<file path="src/mixer_pkg.sv">
// Constants for the mixer gain and mute register bank
// Summary of operation
// - Mono top level bit forces low five ones
// - Mono code adds 1.5 dB attenuation per step
// - Mono silence bit mutes regardless of level
// - Phone level: five bits, +12 to -34.5 dB
// - Codes 00000/01000/11111 give +12/0/-34.5 dB
// - Phone and mic reset: 0 dB, muted
// - Phone silence bit mutes phone channel
// - Mic level uses phone gain range
// - Mic boost 0 or 20 dB, selectable 10/30
// - Mic silence bit mutes mic channel
// - Stereo registers hold five-bit left, right levels
// - Split off: top bit mutes both, D7 reads 0
// - Split on: top bit left, D7 right
// - Stereo reset: 0 dB both channels, muted
// - Legacy mode clear: playback drives multichannel DACs
// - Capture select: two three-bit fields, reset microphone
// - Capture codes map to the eight sources
// - Odd index aliases next lower even index
package mixer_pkg;

  // ***********************************************
  // Register indices (7-bit register index space)
  // ***********************************************
  localparam logic [6:0]  MONO_OFFSET     = 7'h06;
  localparam logic [6:0]  PHONE_OFFSET    = 7'h0c;
  localparam logic [6:0]  MIC_OFFSET      = 7'h0e;
  localparam logic [6:0]  LINE_OFFSET     = 7'h10;
  localparam logic [6:0]  DISC_OFFSET     = 7'h12;
  localparam logic [6:0]  AUX_OFFSET      = 7'h16;
  localparam logic [6:0]  PLAYBACK_OFFSET = 7'h18;
  localparam logic [6:0]  CAPTURE_OFFSET  = 7'h1a;
  localparam logic [6:0]  OPTIONS_OFFSET  = 7'h76;

  // ***********************************************
  // Reset values
  // ***********************************************
  localparam logic [15:0] MONO_RESET      = 16'h8000;
  localparam logic [15:0] MONO_IN_RESET   = 16'h8008;
  localparam logic [15:0] STEREO_RESET    = 16'h8808;
  localparam logic [15:0] CAPTURE_RESET   = 16'h0000;
  localparam logic [15:0] OPTIONS_RESET   = 16'h0000;

  // ***********************************************
  // Field positions
  // ***********************************************
  localparam int          SILENCE_BIT     = 15;
  localparam int          RIGHT_MUTE_BIT  = 7;
  localparam int          MONO_TOP_BIT    = 5;
  localparam int          BOOST_BIT       = 6;
  localparam int          LEFT_LSB        = 8;
  localparam int          LEFT_SRC_LSB    = 8;
  localparam int          LEGACY_BIT      = 14;
  localparam int          SPLIT_BIT       = 13;

  // ***********************************************
  // Gain arithmetic in half-dB units
  // ***********************************************
  localparam logic signed [7:0] STEP_HALF_DB   = 8'sh03;
  localparam logic signed [7:0] UNITY_CODE     = 8'sh08;
  localparam logic [4:0]        LEVEL_ALL_ONES = 5'h1f;

  // Boost amounts in half-dB units and their selector codes
  localparam logic [1:0]  BOOST_SEL_20    = 2'h0;
  localparam logic [1:0]  BOOST_SEL_10    = 2'h1;
  localparam logic [1:0]  BOOST_SEL_30    = 2'h2;
  localparam logic [6:0]  BOOST_10_HALF   = 7'h14;
  localparam logic [6:0]  BOOST_20_HALF   = 7'h28;
  localparam logic [6:0]  BOOST_30_HALF   = 7'h3c;

  // Capture source codes
  localparam logic [2:0]  SRC_MIC         = 3'h0;
  localparam logic [2:0]  SRC_DISC        = 3'h1;
  localparam logic [2:0]  SRC_MUTED       = 3'h2;
  localparam logic [2:0]  SRC_AUX         = 3'h3;
  localparam logic [2:0]  SRC_LINE        = 3'h4;
  localparam logic [2:0]  SRC_STEREO_MIX  = 3'h5;
  localparam logic [2:0]  SRC_MONO_MIX    = 3'h6;
  localparam logic [2:0]  SRC_PHONE       = 3'h7;

endpackage

</file>
<file path="src/mixer_gain_mute_registers.sv">
// Mixer gain, mute and capture source register bank
//
// Implementation choice: the plain strobed port.
module mixer_gain_mute_registers
  import mixer_pkg::*;
(
  input  wire logic              clk_i,
  input  wire logic              resetn_i,
  input  wire logic [6:0]        addr_i,
  input  wire logic [15:0]       wdata_i,
  input  wire logic              wr_i,
  input  wire logic              rd_i,
  output logic      [15:0]       rdata_o,
  output logic      [7:0]        mono_atten_o,
  output logic                   mono_out_silence_o,
  output logic signed [7:0]      phone_gain_o,
  output logic                   phone_silence_o,
  output logic signed [7:0]      mic_gain_o,
  output logic      [6:0]        mic_boost_o,
  output logic                   microphone_silence_o,
  output logic      [3:0][7:0]   stereo_left_gain_o,
  output logic      [3:0][7:0]   stereo_right_gain_o,
  output logic      [3:0]        stereo_left_silence_o,
  output logic      [3:0]        stereo_right_silence_o,
  output logic                   multi_from_pcm_o,
  output logic      [7:0]        multi_left_gain_o,
  output logic      [7:0]        multi_right_gain_o,
  output logic                   multi_left_silence_o,
  output logic                   multi_right_silence_o,
  output logic      [2:0]        left_capture_source_o,
  output logic      [2:0]        right_capture_source_o
);

  localparam int STEREO_N = 4;
  localparam int PCM_CH   = 3;

  // ***********************************************
  // Address decode
  // ***********************************************
  logic [5:0]          index;
  logic                sel_mono;
  logic                sel_phone;
  logic                sel_mic;
  logic                sel_capture;
  logic                sel_options;
  logic [STEREO_N-1:0] sel_stereo;

  // Low address bit ignored so odd indices alias down
  always_comb begin
    index          = addr_i[6:1];
    sel_mono       = (index == MONO_OFFSET[6:1]);
    sel_phone      = (index == PHONE_OFFSET[6:1]);
    sel_mic        = (index == MIC_OFFSET[6:1]);
    sel_capture    = (index == CAPTURE_OFFSET[6:1]);
    sel_options    = (index == OPTIONS_OFFSET[6:1]);
    sel_stereo[0]  = (index == LINE_OFFSET[6:1]);
    sel_stereo[1]  = (index == DISC_OFFSET[6:1]);
    sel_stereo[2]  = (index == AUX_OFFSET[6:1]);
    sel_stereo[3]  = (index == PLAYBACK_OFFSET[6:1]);
  end

  // ***********************************************
  // Mono, phone, mic, capture and option registers
  // ***********************************************
  logic       mono_out_silence, next_mono_out_silence;
  logic [4:0] mono_level_code, next_mono_level_code;
  logic       phone_silence, next_phone_silence;
  logic [4:0] phone_level_code, next_phone_level_code;
  logic       microphone_silence, next_microphone_silence;
  logic       microphone_boost_enable, next_microphone_boost_enable;
  logic [4:0] microphone_level_code, next_microphone_level_code;
  logic [2:0] left_capture_source, next_left_capture_source;
  logic [2:0] right_capture_source, next_right_capture_source;
  logic       split_silence_enable, next_split_silence_enable;
  logic       legacy_gain_mode, next_legacy_gain_mode;
  logic [1:0] boost_amount_select, next_boost_amount_select;

  // Writes store documented fields only; others dropped
  always_comb begin
    next_mono_out_silence        = mono_out_silence;
    next_mono_level_code         = mono_level_code;
    next_phone_silence           = phone_silence;
    next_phone_level_code        = phone_level_code;
    next_microphone_silence      = microphone_silence;
    next_microphone_boost_enable = microphone_boost_enable;
    next_microphone_level_code   = microphone_level_code;
    next_left_capture_source     = left_capture_source;
    next_right_capture_source    = right_capture_source;
    next_split_silence_enable    = split_silence_enable;
    next_legacy_gain_mode        = legacy_gain_mode;
    next_boost_amount_select     = boost_amount_select;
    if (wr_i && sel_mono) begin
      next_mono_out_silence = wdata_i[SILENCE_BIT];
      if (wdata_i[MONO_TOP_BIT]) begin
        next_mono_level_code = LEVEL_ALL_ONES;
      end else begin
        next_mono_level_code = wdata_i[4:0];
      end
    end
    if (wr_i && sel_phone) begin
      next_phone_silence    = wdata_i[SILENCE_BIT];
      next_phone_level_code = wdata_i[4:0];
    end
    if (wr_i && sel_mic) begin
      next_microphone_silence      = wdata_i[SILENCE_BIT];
      next_microphone_boost_enable = wdata_i[BOOST_BIT];
      next_microphone_level_code   = wdata_i[4:0];
    end
    if (wr_i && sel_capture) begin
      next_left_capture_source  = wdata_i[LEFT_SRC_LSB +: 3];
      next_right_capture_source = wdata_i[2:0];
    end
    if (wr_i && sel_options) begin
      next_split_silence_enable = wdata_i[SPLIT_BIT];
      next_legacy_gain_mode     = wdata_i[LEGACY_BIT];
      next_boost_amount_select  = wdata_i[1:0];
    end
  end

  // Register stage with documented reset values
  always_ff @(posedge clk_i) begin
    if (!resetn_i) begin
      mono_out_silence        <= MONO_RESET[SILENCE_BIT];
      mono_level_code         <= MONO_RESET[4:0];
      phone_silence           <= MONO_IN_RESET[SILENCE_BIT];
      phone_level_code        <= MONO_IN_RESET[4:0];
      microphone_silence      <= MONO_IN_RESET[SILENCE_BIT];
      microphone_boost_enable <= MONO_IN_RESET[BOOST_BIT];
      microphone_level_code   <= MONO_IN_RESET[4:0];
      left_capture_source     <= CAPTURE_RESET[LEFT_SRC_LSB +: 3];
      right_capture_source    <= CAPTURE_RESET[2:0];
      split_silence_enable    <= OPTIONS_RESET[SPLIT_BIT];
      legacy_gain_mode        <= OPTIONS_RESET[LEGACY_BIT];
      boost_amount_select     <= OPTIONS_RESET[1:0];
    end else begin
      mono_out_silence        <= next_mono_out_silence;
      mono_level_code         <= next_mono_level_code;
      phone_silence           <= next_phone_silence;
      phone_level_code        <= next_phone_level_code;
      microphone_silence      <= next_microphone_silence;
      microphone_boost_enable <= next_microphone_boost_enable;
      microphone_level_code   <= next_microphone_level_code;
      left_capture_source     <= next_left_capture_source;
      right_capture_source    <= next_right_capture_source;
      split_silence_enable    <= next_split_silence_enable;
      legacy_gain_mode        <= next_legacy_gain_mode;
      boost_amount_select     <= next_boost_amount_select;
    end
  end

  // ***********************************************
  // Stereo registers and gain mapping
  // ***********************************************
  logic [STEREO_N-1:0][15:0]      stereo_value;
  logic [STEREO_N-1:0][4:0]       stereo_left_level;
  logic [STEREO_N-1:0][4:0]       stereo_right_level;
  logic [STEREO_N-1:0]            stereo_left_mute;
  logic [STEREO_N-1:0]            stereo_right_mute;
  logic [STEREO_N-1:0][7:0]       left_gain;
  logic [STEREO_N-1:0][7:0]       right_gain;
  logic signed [7:0]              phone_gain;
  logic signed [7:0]              mic_gain;

  // Line, disc, auxiliary and playback channels
  for (genvar ch = 0; ch < STEREO_N; ch++) begin : g_stereo
    stereo_level_reg u_reg (
      .clk_i           (clk_i),
      .resetn_i        (resetn_i),
      .wr_i            (wr_i & sel_stereo[ch]),
      .wdata_i         (wdata_i),
      .split_i         (split_silence_enable),
      .value_o         (stereo_value[ch]),
      .left_level_o    (stereo_left_level[ch]),
      .right_level_o   (stereo_right_level[ch]),
      .left_silence_o  (stereo_left_mute[ch]),
      .right_silence_o (stereo_right_mute[ch])
    );
    gain_code_map u_left (
      .code_i (stereo_left_level[ch]),
      .gain_o (left_gain[ch])
    );
    gain_code_map u_right (
      .code_i (stereo_right_level[ch]),
      .gain_o (right_gain[ch])
    );
  end

  // Mono input channels share the stereo code points
  gain_code_map u_phone_gain (
    .code_i (phone_level_code),
    .gain_o (phone_gain)
  );
  gain_code_map u_mic_gain (
    .code_i (microphone_level_code),
    .gain_o (mic_gain)
  );

  // ***********************************************
  // Registered outputs and read data
  // ***********************************************
  logic [15:0]          next_rdata;
  logic [7:0]           next_mono_atten;
  logic [6:0]           next_mic_boost;
  logic                 next_multi_from_pcm;
  logic [7:0]           next_multi_left_gain;
  logic [7:0]           next_multi_right_gain;
  logic                 next_multi_left_silence;
  logic                 next_multi_right_silence;

  // Output decode and read mux; unmapped reads return zero
  always_comb begin
    next_mono_atten = 8'({3'h0, mono_level_code} * STEP_HALF_DB);
    case (boost_amount_select)
      BOOST_SEL_10: next_mic_boost = BOOST_10_HALF;
      BOOST_SEL_30: next_mic_boost = BOOST_30_HALF;
      default:      next_mic_boost = BOOST_20_HALF;
    endcase
    if (!microphone_boost_enable) begin
      next_mic_boost = 7'h00;
    end
    next_multi_from_pcm      = !legacy_gain_mode;
    next_multi_left_gain     = 8'h00;
    next_multi_right_gain    = 8'h00;
    next_multi_left_silence  = 1'b0;
    next_multi_right_silence = 1'b0;
    if (!legacy_gain_mode) begin
      next_multi_left_gain     = left_gain[PCM_CH];
      next_multi_right_gain    = right_gain[PCM_CH];
      next_multi_left_silence  = stereo_left_mute[PCM_CH];
      next_multi_right_silence = stereo_right_mute[PCM_CH];
    end
    next_rdata = 16'h0000;
    if (rd_i) begin
      if (sel_mono) begin
        next_rdata              = {11'h000, mono_level_code};
        next_rdata[SILENCE_BIT] = mono_out_silence;
      end else if (sel_phone) begin
        next_rdata              = {11'h000, phone_level_code};
        next_rdata[SILENCE_BIT] = phone_silence;
      end else if (sel_mic) begin
        next_rdata              = {11'h000, microphone_level_code};
        next_rdata[SILENCE_BIT] = microphone_silence;
        next_rdata[BOOST_BIT]   = microphone_boost_enable;
      end else if (sel_capture) begin
        next_rdata[LEFT_SRC_LSB +: 3] = left_capture_source;
        next_rdata[2:0]               = right_capture_source;
      end else if (sel_options) begin
        next_rdata[SPLIT_BIT]  = split_silence_enable;
        next_rdata[LEGACY_BIT] = legacy_gain_mode;
        next_rdata[1:0]        = boost_amount_select;
      end else begin
        for (int i = 0; i < STEREO_N; i++) begin
          if (sel_stereo[i]) begin
            next_rdata = stereo_value[i];
          end
        end
      end
    end
  end

  // Output register stage
  always_ff @(posedge clk_i) begin
    if (!resetn_i) begin
      rdata_o                <= 16'h0000;
      mono_atten_o           <= 8'h00;
      mono_out_silence_o     <= 1'b1;
      phone_gain_o           <= 8'sh00;
      phone_silence_o        <= 1'b1;
      mic_gain_o             <= 8'sh00;
      mic_boost_o            <= 7'h00;
      microphone_silence_o   <= 1'b1;
      stereo_left_gain_o     <= '0;
      stereo_right_gain_o    <= '0;
      stereo_left_silence_o  <= '1;
      stereo_right_silence_o <= '1;
      multi_from_pcm_o       <= 1'b1;
      multi_left_gain_o      <= 8'h00;
      multi_right_gain_o     <= 8'h00;
      multi_left_silence_o   <= 1'b1;
      multi_right_silence_o  <= 1'b1;
      left_capture_source_o  <= SRC_MIC;
      right_capture_source_o <= SRC_MIC;
    end else begin
      rdata_o                <= next_rdata;
      mono_atten_o           <= next_mono_atten;
      mono_out_silence_o     <= mono_out_silence;
      phone_gain_o           <= phone_gain;
      phone_silence_o        <= phone_silence;
      mic_gain_o             <= mic_gain;
      mic_boost_o            <= next_mic_boost;
      microphone_silence_o   <= microphone_silence;
      stereo_left_gain_o     <= left_gain;
      stereo_right_gain_o    <= right_gain;
      stereo_left_silence_o  <= stereo_left_mute;
      stereo_right_silence_o <= stereo_right_mute;
      multi_from_pcm_o       <= next_multi_from_pcm;
      multi_left_gain_o      <= next_multi_left_gain;
      multi_right_gain_o     <= next_multi_right_gain;
      multi_left_silence_o   <= next_multi_left_silence;
      multi_right_silence_o  <= next_multi_right_silence;
      left_capture_source_o  <= left_capture_source;
      right_capture_source_o <= right_capture_source;
    end
  end
endmodule // mixer_gain_mute_registers

</file>
<file path="src/gain_code_map.sv">
// Maps a five-bit level code to a signed gain in half-dB units
module gain_code_map
  import mixer_pkg::*;
(
  input  wire logic        [4:0] code_i,
  output logic signed      [7:0] gain_o
);

  logic signed [7:0] steps;

  // Code 8 is unity; each code step is 1.5 dB
  always_comb begin
    steps  = UNITY_CODE - $signed({3'h0, code_i});
    gain_o = 8'(steps * STEP_HALF_DB);
  end

endmodule // gain_code_map

</file>
<file path="src/stereo_level_reg.sv">
// One stereo level register with optional split left/right mute
module stereo_level_reg
  import mixer_pkg::*;
(
  input  wire logic        clk_i,
  input  wire logic        resetn_i,
  input  wire logic        wr_i,
  input  wire logic [15:0] wdata_i,
  input  wire logic        split_i,
  output logic      [15:0] value_o,
  output logic      [4:0]  left_level_o,
  output logic      [4:0]  right_level_o,
  output logic             left_silence_o,
  output logic             right_silence_o
);

  logic       silence, next_silence;
  logic       right_mute, next_right_mute;
  logic [4:0] left_lvl, next_left_lvl;
  logic [4:0] right_lvl, next_right_lvl;

  // Next values: only documented fields are stored
  always_comb begin
    next_silence    = silence;
    next_right_mute = right_mute;
    next_left_lvl   = left_lvl;
    next_right_lvl  = right_lvl;
    if (wr_i) begin
      next_silence    = wdata_i[SILENCE_BIT];
      next_right_mute = wdata_i[RIGHT_MUTE_BIT];
      next_left_lvl   = wdata_i[LEFT_LSB +: 5];
      next_right_lvl  = wdata_i[4:0];
    end
  end

  // Register stage
  always_ff @(posedge clk_i) begin
    if (!resetn_i) begin
      silence    <= STEREO_RESET[SILENCE_BIT];
      right_mute <= STEREO_RESET[RIGHT_MUTE_BIT];
      left_lvl   <= STEREO_RESET[LEFT_LSB +: 5];
      right_lvl  <= STEREO_RESET[4:0];
    end else begin
      silence    <= next_silence;
      right_mute <= next_right_mute;
      left_lvl   <= next_left_lvl;
      right_lvl  <= next_right_lvl;
    end
  end

  // Readback and effective mutes
  always_comb begin
    value_o                  = 16'h0000;
    value_o[SILENCE_BIT]     = silence;
    value_o[RIGHT_MUTE_BIT]  = split_i & right_mute;
    value_o[LEFT_LSB +: 5]   = left_lvl;
    value_o[4:0]             = right_lvl;
    left_level_o             = left_lvl;
    right_level_o            = right_lvl;
    left_silence_o           = silence;
    right_silence_o          = split_i ? right_mute : silence;
  end

endmodule // stereo_level_reg

</file>
<file path="config.mk">
export PLATFORM = sky130hd
export DESIGN_NAME = mixer_gain_mute_registers
export DESIGN_NICKNAME = d
export VERILOG_FILES = /design/src/mixer_pkg.sv /design/src/mixer_gain_mute_registers.sv /design/src/gain_code_map.sv /design/src/stereo_level_reg.sv
export SDC_FILE = /design/constraint.sdc
export NUM_CORES = 1
export LEC_CHECK = 0
export BUFFER_PORTS_ARGS = -buffer_cell sky130_fd_sc_hd__buf_2
export CORE_MARGIN = 1.5
export CORE_UTILIZATION = 62
export CTS_BUF_LIST = sky130_fd_sc_hd__clkbuf_8
export DETAILED_ROUTE_END_ITERATION = 6
export PLACE_DENSITY = 0.91
export RECOVER_POWER = 25
export SKIP_CTS_REPAIR_TIMING = 1
export SLEW_MARGIN = 30
export SYNTH_ARGS = -nofsm -noshare
export SYNTH_HDL_FRONTEND = slang
export SYNTH_SLANG_ARGS = --single-unit
</file>
<file path="constraint.sdc">
create_clock -name clk_i -period 7.5 [get_ports clk_i]
set_clock_uncertainty 0.2 [all_clocks]
set_input_delay 0.75 -clock clk_i [delete_from_list [all_inputs] [get_ports clk_i]]
set_output_delay 0.75 -clock clk_i [all_outputs]
set_load 0.03 [all_outputs]
</file>
==> flow_metrics.py <==
metrics = {
    "synthesis": {
        "syn_area_um2": 10700,
        "synth_commonest_cells": "217 x dfxtp_1, 105 x nand2_1, 100 x ha_1",
        "synthCells": 1137,
        "yosys-top-cells-area": "dfxtp_1 41%, ha_1 12%, xnor2_1 4.6%",
        "ys_seq_elements": 217,
        "postSynth.asyncResetShare": 0,
        "ys_seq_area_frac": 0.408,
        "synth_largest_area_cell": "dfxtp_1",
        "synth_warnings": 0,
        "synth_edf_count": 0,
        "yosysMostFrequentCell": "dfxtp_1",
        "syn_avg_cell_area_um2": 9.37,
        "synth_top_cell_area_share": 0.408,
        "synth_ff_type": "dfxtp_1",
        "yosysUniqueCellTypes": 53,
    },
    "power_and_ir_drop": {
        "leakage_nw": 5.83,
        "clockPowerShare": 0.449,
        "finalPower_w": 0.00233,
        "power.switching_w": 0.000535,
        "vdd_ir_drop_max_mv": 0.159,
        "p_per_area_nw_per_um2": 192,
        "internal_power_w": 0.00179,
        "p_seq_frac": 0.501,
        "pwr-share-comb": 0.050,
        "switching_share": 0.230,
    },
    "timing": {
        "tightestPinTransition_ps": 2730,
        "finalCriticalPeriod_ps": 4160,
        "hold_ws_ps": 287,
        "max_freq_mhz": 241,
        "fin_crit_sh": 0.554,
        "rsz0062_at_grt": "no",
        "setup_tns_ps": 0,
        "maxSlewViolCount": 83,
        "setup_violations": 0,
        "hold_violations": 0,
        "slew_headroom": -0.822,
    },
    "worst_hold_path": {
        "worstHoldPathType": "reg2reg",
    },
    "grt": {
        "grt_max_degree": 110,
        "grt_util_all_layers": 0.276,
        "grt_pass1_vias": 8299,
        "antenna_found_initial": 4,
        "grt_use_met2": 0.476,
        "grt_overflow": 0,
        "grt-busiest-layer": "met2",
        "grt_pass1_wl_um": 40200,
        "grt.met3_usage": 0.0582,
        "grtUsageMet1": 0.335,
    },
    "floorplanning": {
        "initial_core_util": 0.638,
        "die_w_um": 134,
        "rows": 47,
        "ioPinCount": 174,
        "die_area_um2": 18000,
        "design.core.area_um2": 16700,
        "die_h_um": 134,
    },
    "drt": {
        "postRouteAntennaNets": 0,
        "first_iter_violations": 782,
        "dr.pass1.iters": 5,
        "drc": 0,
        "drt-wirelength-per-cell_um": 16.4,
        "vias": 8655,
        "via_per_inst": 5.66,
        "wirelength_um": 25100,
    },
    "layout": {
        "drive_gt1_frac": 0.130,
        "postLayoutCellArea_um2": 12100,
        "syn2layout_area_growth_pct": 14.0,
        "fin_nets": 1417,
    },
    "setup_path": {
        "cp_top_family": "buffers and inverters",
        "cp.required_ps": 7690,
        "worstPathCellList": "clkbuf_1, nand2_1, nor3_1, nand2_1, a211oi_1",
        "cp_common_cell": "nand2_1",
        "path_buf_inv": 1,
        "critPathMaxStageDelay_ps": 1900,
        "slowest_stage": "clkbuf_1",
        "arrival_ps": 4340,
        "path_max_fanout": 82,
        "crit_type": "in2reg",
        "critPathLaunchType": "input port",
        "critPathCaptureType": "register",
    },
    "cts": {
        "ctsRootBufferMaster": "clkbuf_8",
        "cts_sinks": 217,
        "cts_made_buffers": 36,
        "clk_path_buf_depth": 3,
        "clk_pin_slew_ps": 60,
        "cts_max_level": 2,
        "clk_latency_ps": 520,
        "cts_tree": "done",
    },
    "status": {
        "status": "finished, violations left",
        "violations": "capacitance limit, slew limit",
    },
    "job": {
        "maxCapViolCount": 1,
    },
    "place": {
        "routabilityCongestion": 0.932,
        "post-dp-hpwl_um": 17300,
        "io_buffers": 167,
        "placedInstanceArea_um2": 11500,
    },
}
==> sequential cells by signal, indices dropped and copies added, names as in the netlist, 8 cells and up <==
name and cells:
stereo_right_gain_o 32, rdata_o 15, multi_right_gain_o 8, g_stereo.u_reg.left_level_o 20, phone_gain_o 8, stereo_left_gain_o 32, multi_left_gain_o 8, g_stereo.u_reg.right_level_o 20
mic_gain_o 8
==> final cells by class <==
cell class | count | area [µm²]
Antenna cell | 5 | 12.5
Multi-Input combinational cell | 790 | 5760
Inverter | 65 | 244
Sequential cell | 217 | 4340
Tap cell | 220 | 275
Clock inverter | 16 | 91.3
Clock buffer | 47 | 647
Fill cell | 1192 | 4560
Timing Repair Buffer | 169 | 772
==> path summary, 6_finish.rpt <==
check                                    startpoint                endpoint  slack (ps)  cells past startpoint
setup / recovery                           resetn_i              rdata_o[7]        3340                      5
hold / removal               left_capture_source[1]  left_capture_source[1]         290                      2
setup reg to reg  g_stereo[1].u_reg.left_level_o[0]  stereo_left_gain_o[15]        4340                     12
hold reg to reg              left_capture_source[1]  left_capture_source[1]         290                      2
==> per-stage QoR <==
stage	std cells	setup WS [ps]	utilization
4_1_cts	1524	4370	0.731
5_1_grt	1527	2960	0.727
3_3_place_gp	1461	4320	0.687
2_1_floorplan	1141	4770	-
6_report	1529	3340	0.727
3_5_place_dp	1461	4240	0.687
==> per-layer routing <==
metal / wire (µm) / vias to the layer above
met2: 12200 / 382
met3: 2010 / 74
met4: 850 / 0
li1: - / 4130
met5: 0 / -
met1: 10100 / 4069
==> kinds of logic after synthesis <==
family          Yosys count  synth area share
mux                      23            0.0218
fa+ha+maj               111             0.138
xor+xnor                 83            0.0682
other cells               1          0.000352
compound gates          185             0.121
simple gates            383             0.190
buf+inv                 134            0.0536
flops                   217             0.408
==> worst register-to-register path, cell delays in order (launching register included) <==
cell and delay (ps):
dfxtp_1 530, inv_1 90, ha_1 230, inv_1 70, o21ai_0 110, xnor2_1 340, ha_1 320, ha_1 370
a21oi_1 180, a21boi_0 140, o21ai_0 210, xor2_1 190, nor2b_1 70
==> cells in the final DEF (no fill, tap or decap), drive strengths merged, types with 11 or more instances in the layout <==
cell	netlist	layout
o21ai	29	29
nand2	105	105
a21o	18	18
nand2b	15	15
clkbuf	44	110
xor2	27	27
xnor2	56	56
buf	25	106
mux2i	21	21
and2	74	74
nor2b	44	44
nor2	27	27
fa	11	11
inv	65	76
a21oi	35	35
dfxtp	217	217
nand3	73	73
a21boi	47	47
ha	100	100
nor3	11	11
==> power by group through the flow <==
stage                     clock network [W]  logic [W]  registers (W)
after floorplan                           0  0.0000696        0.00120
after global placement                    0   0.000110        0.00119
after detailed placement                  0   0.000113        0.00119
after CTS                           0.00106   0.000115        0.00117
after global routing                0.00111   0.000125        0.00117
final                               0.00104   0.000116        0.00117
(Power assumes the default switching activity.)
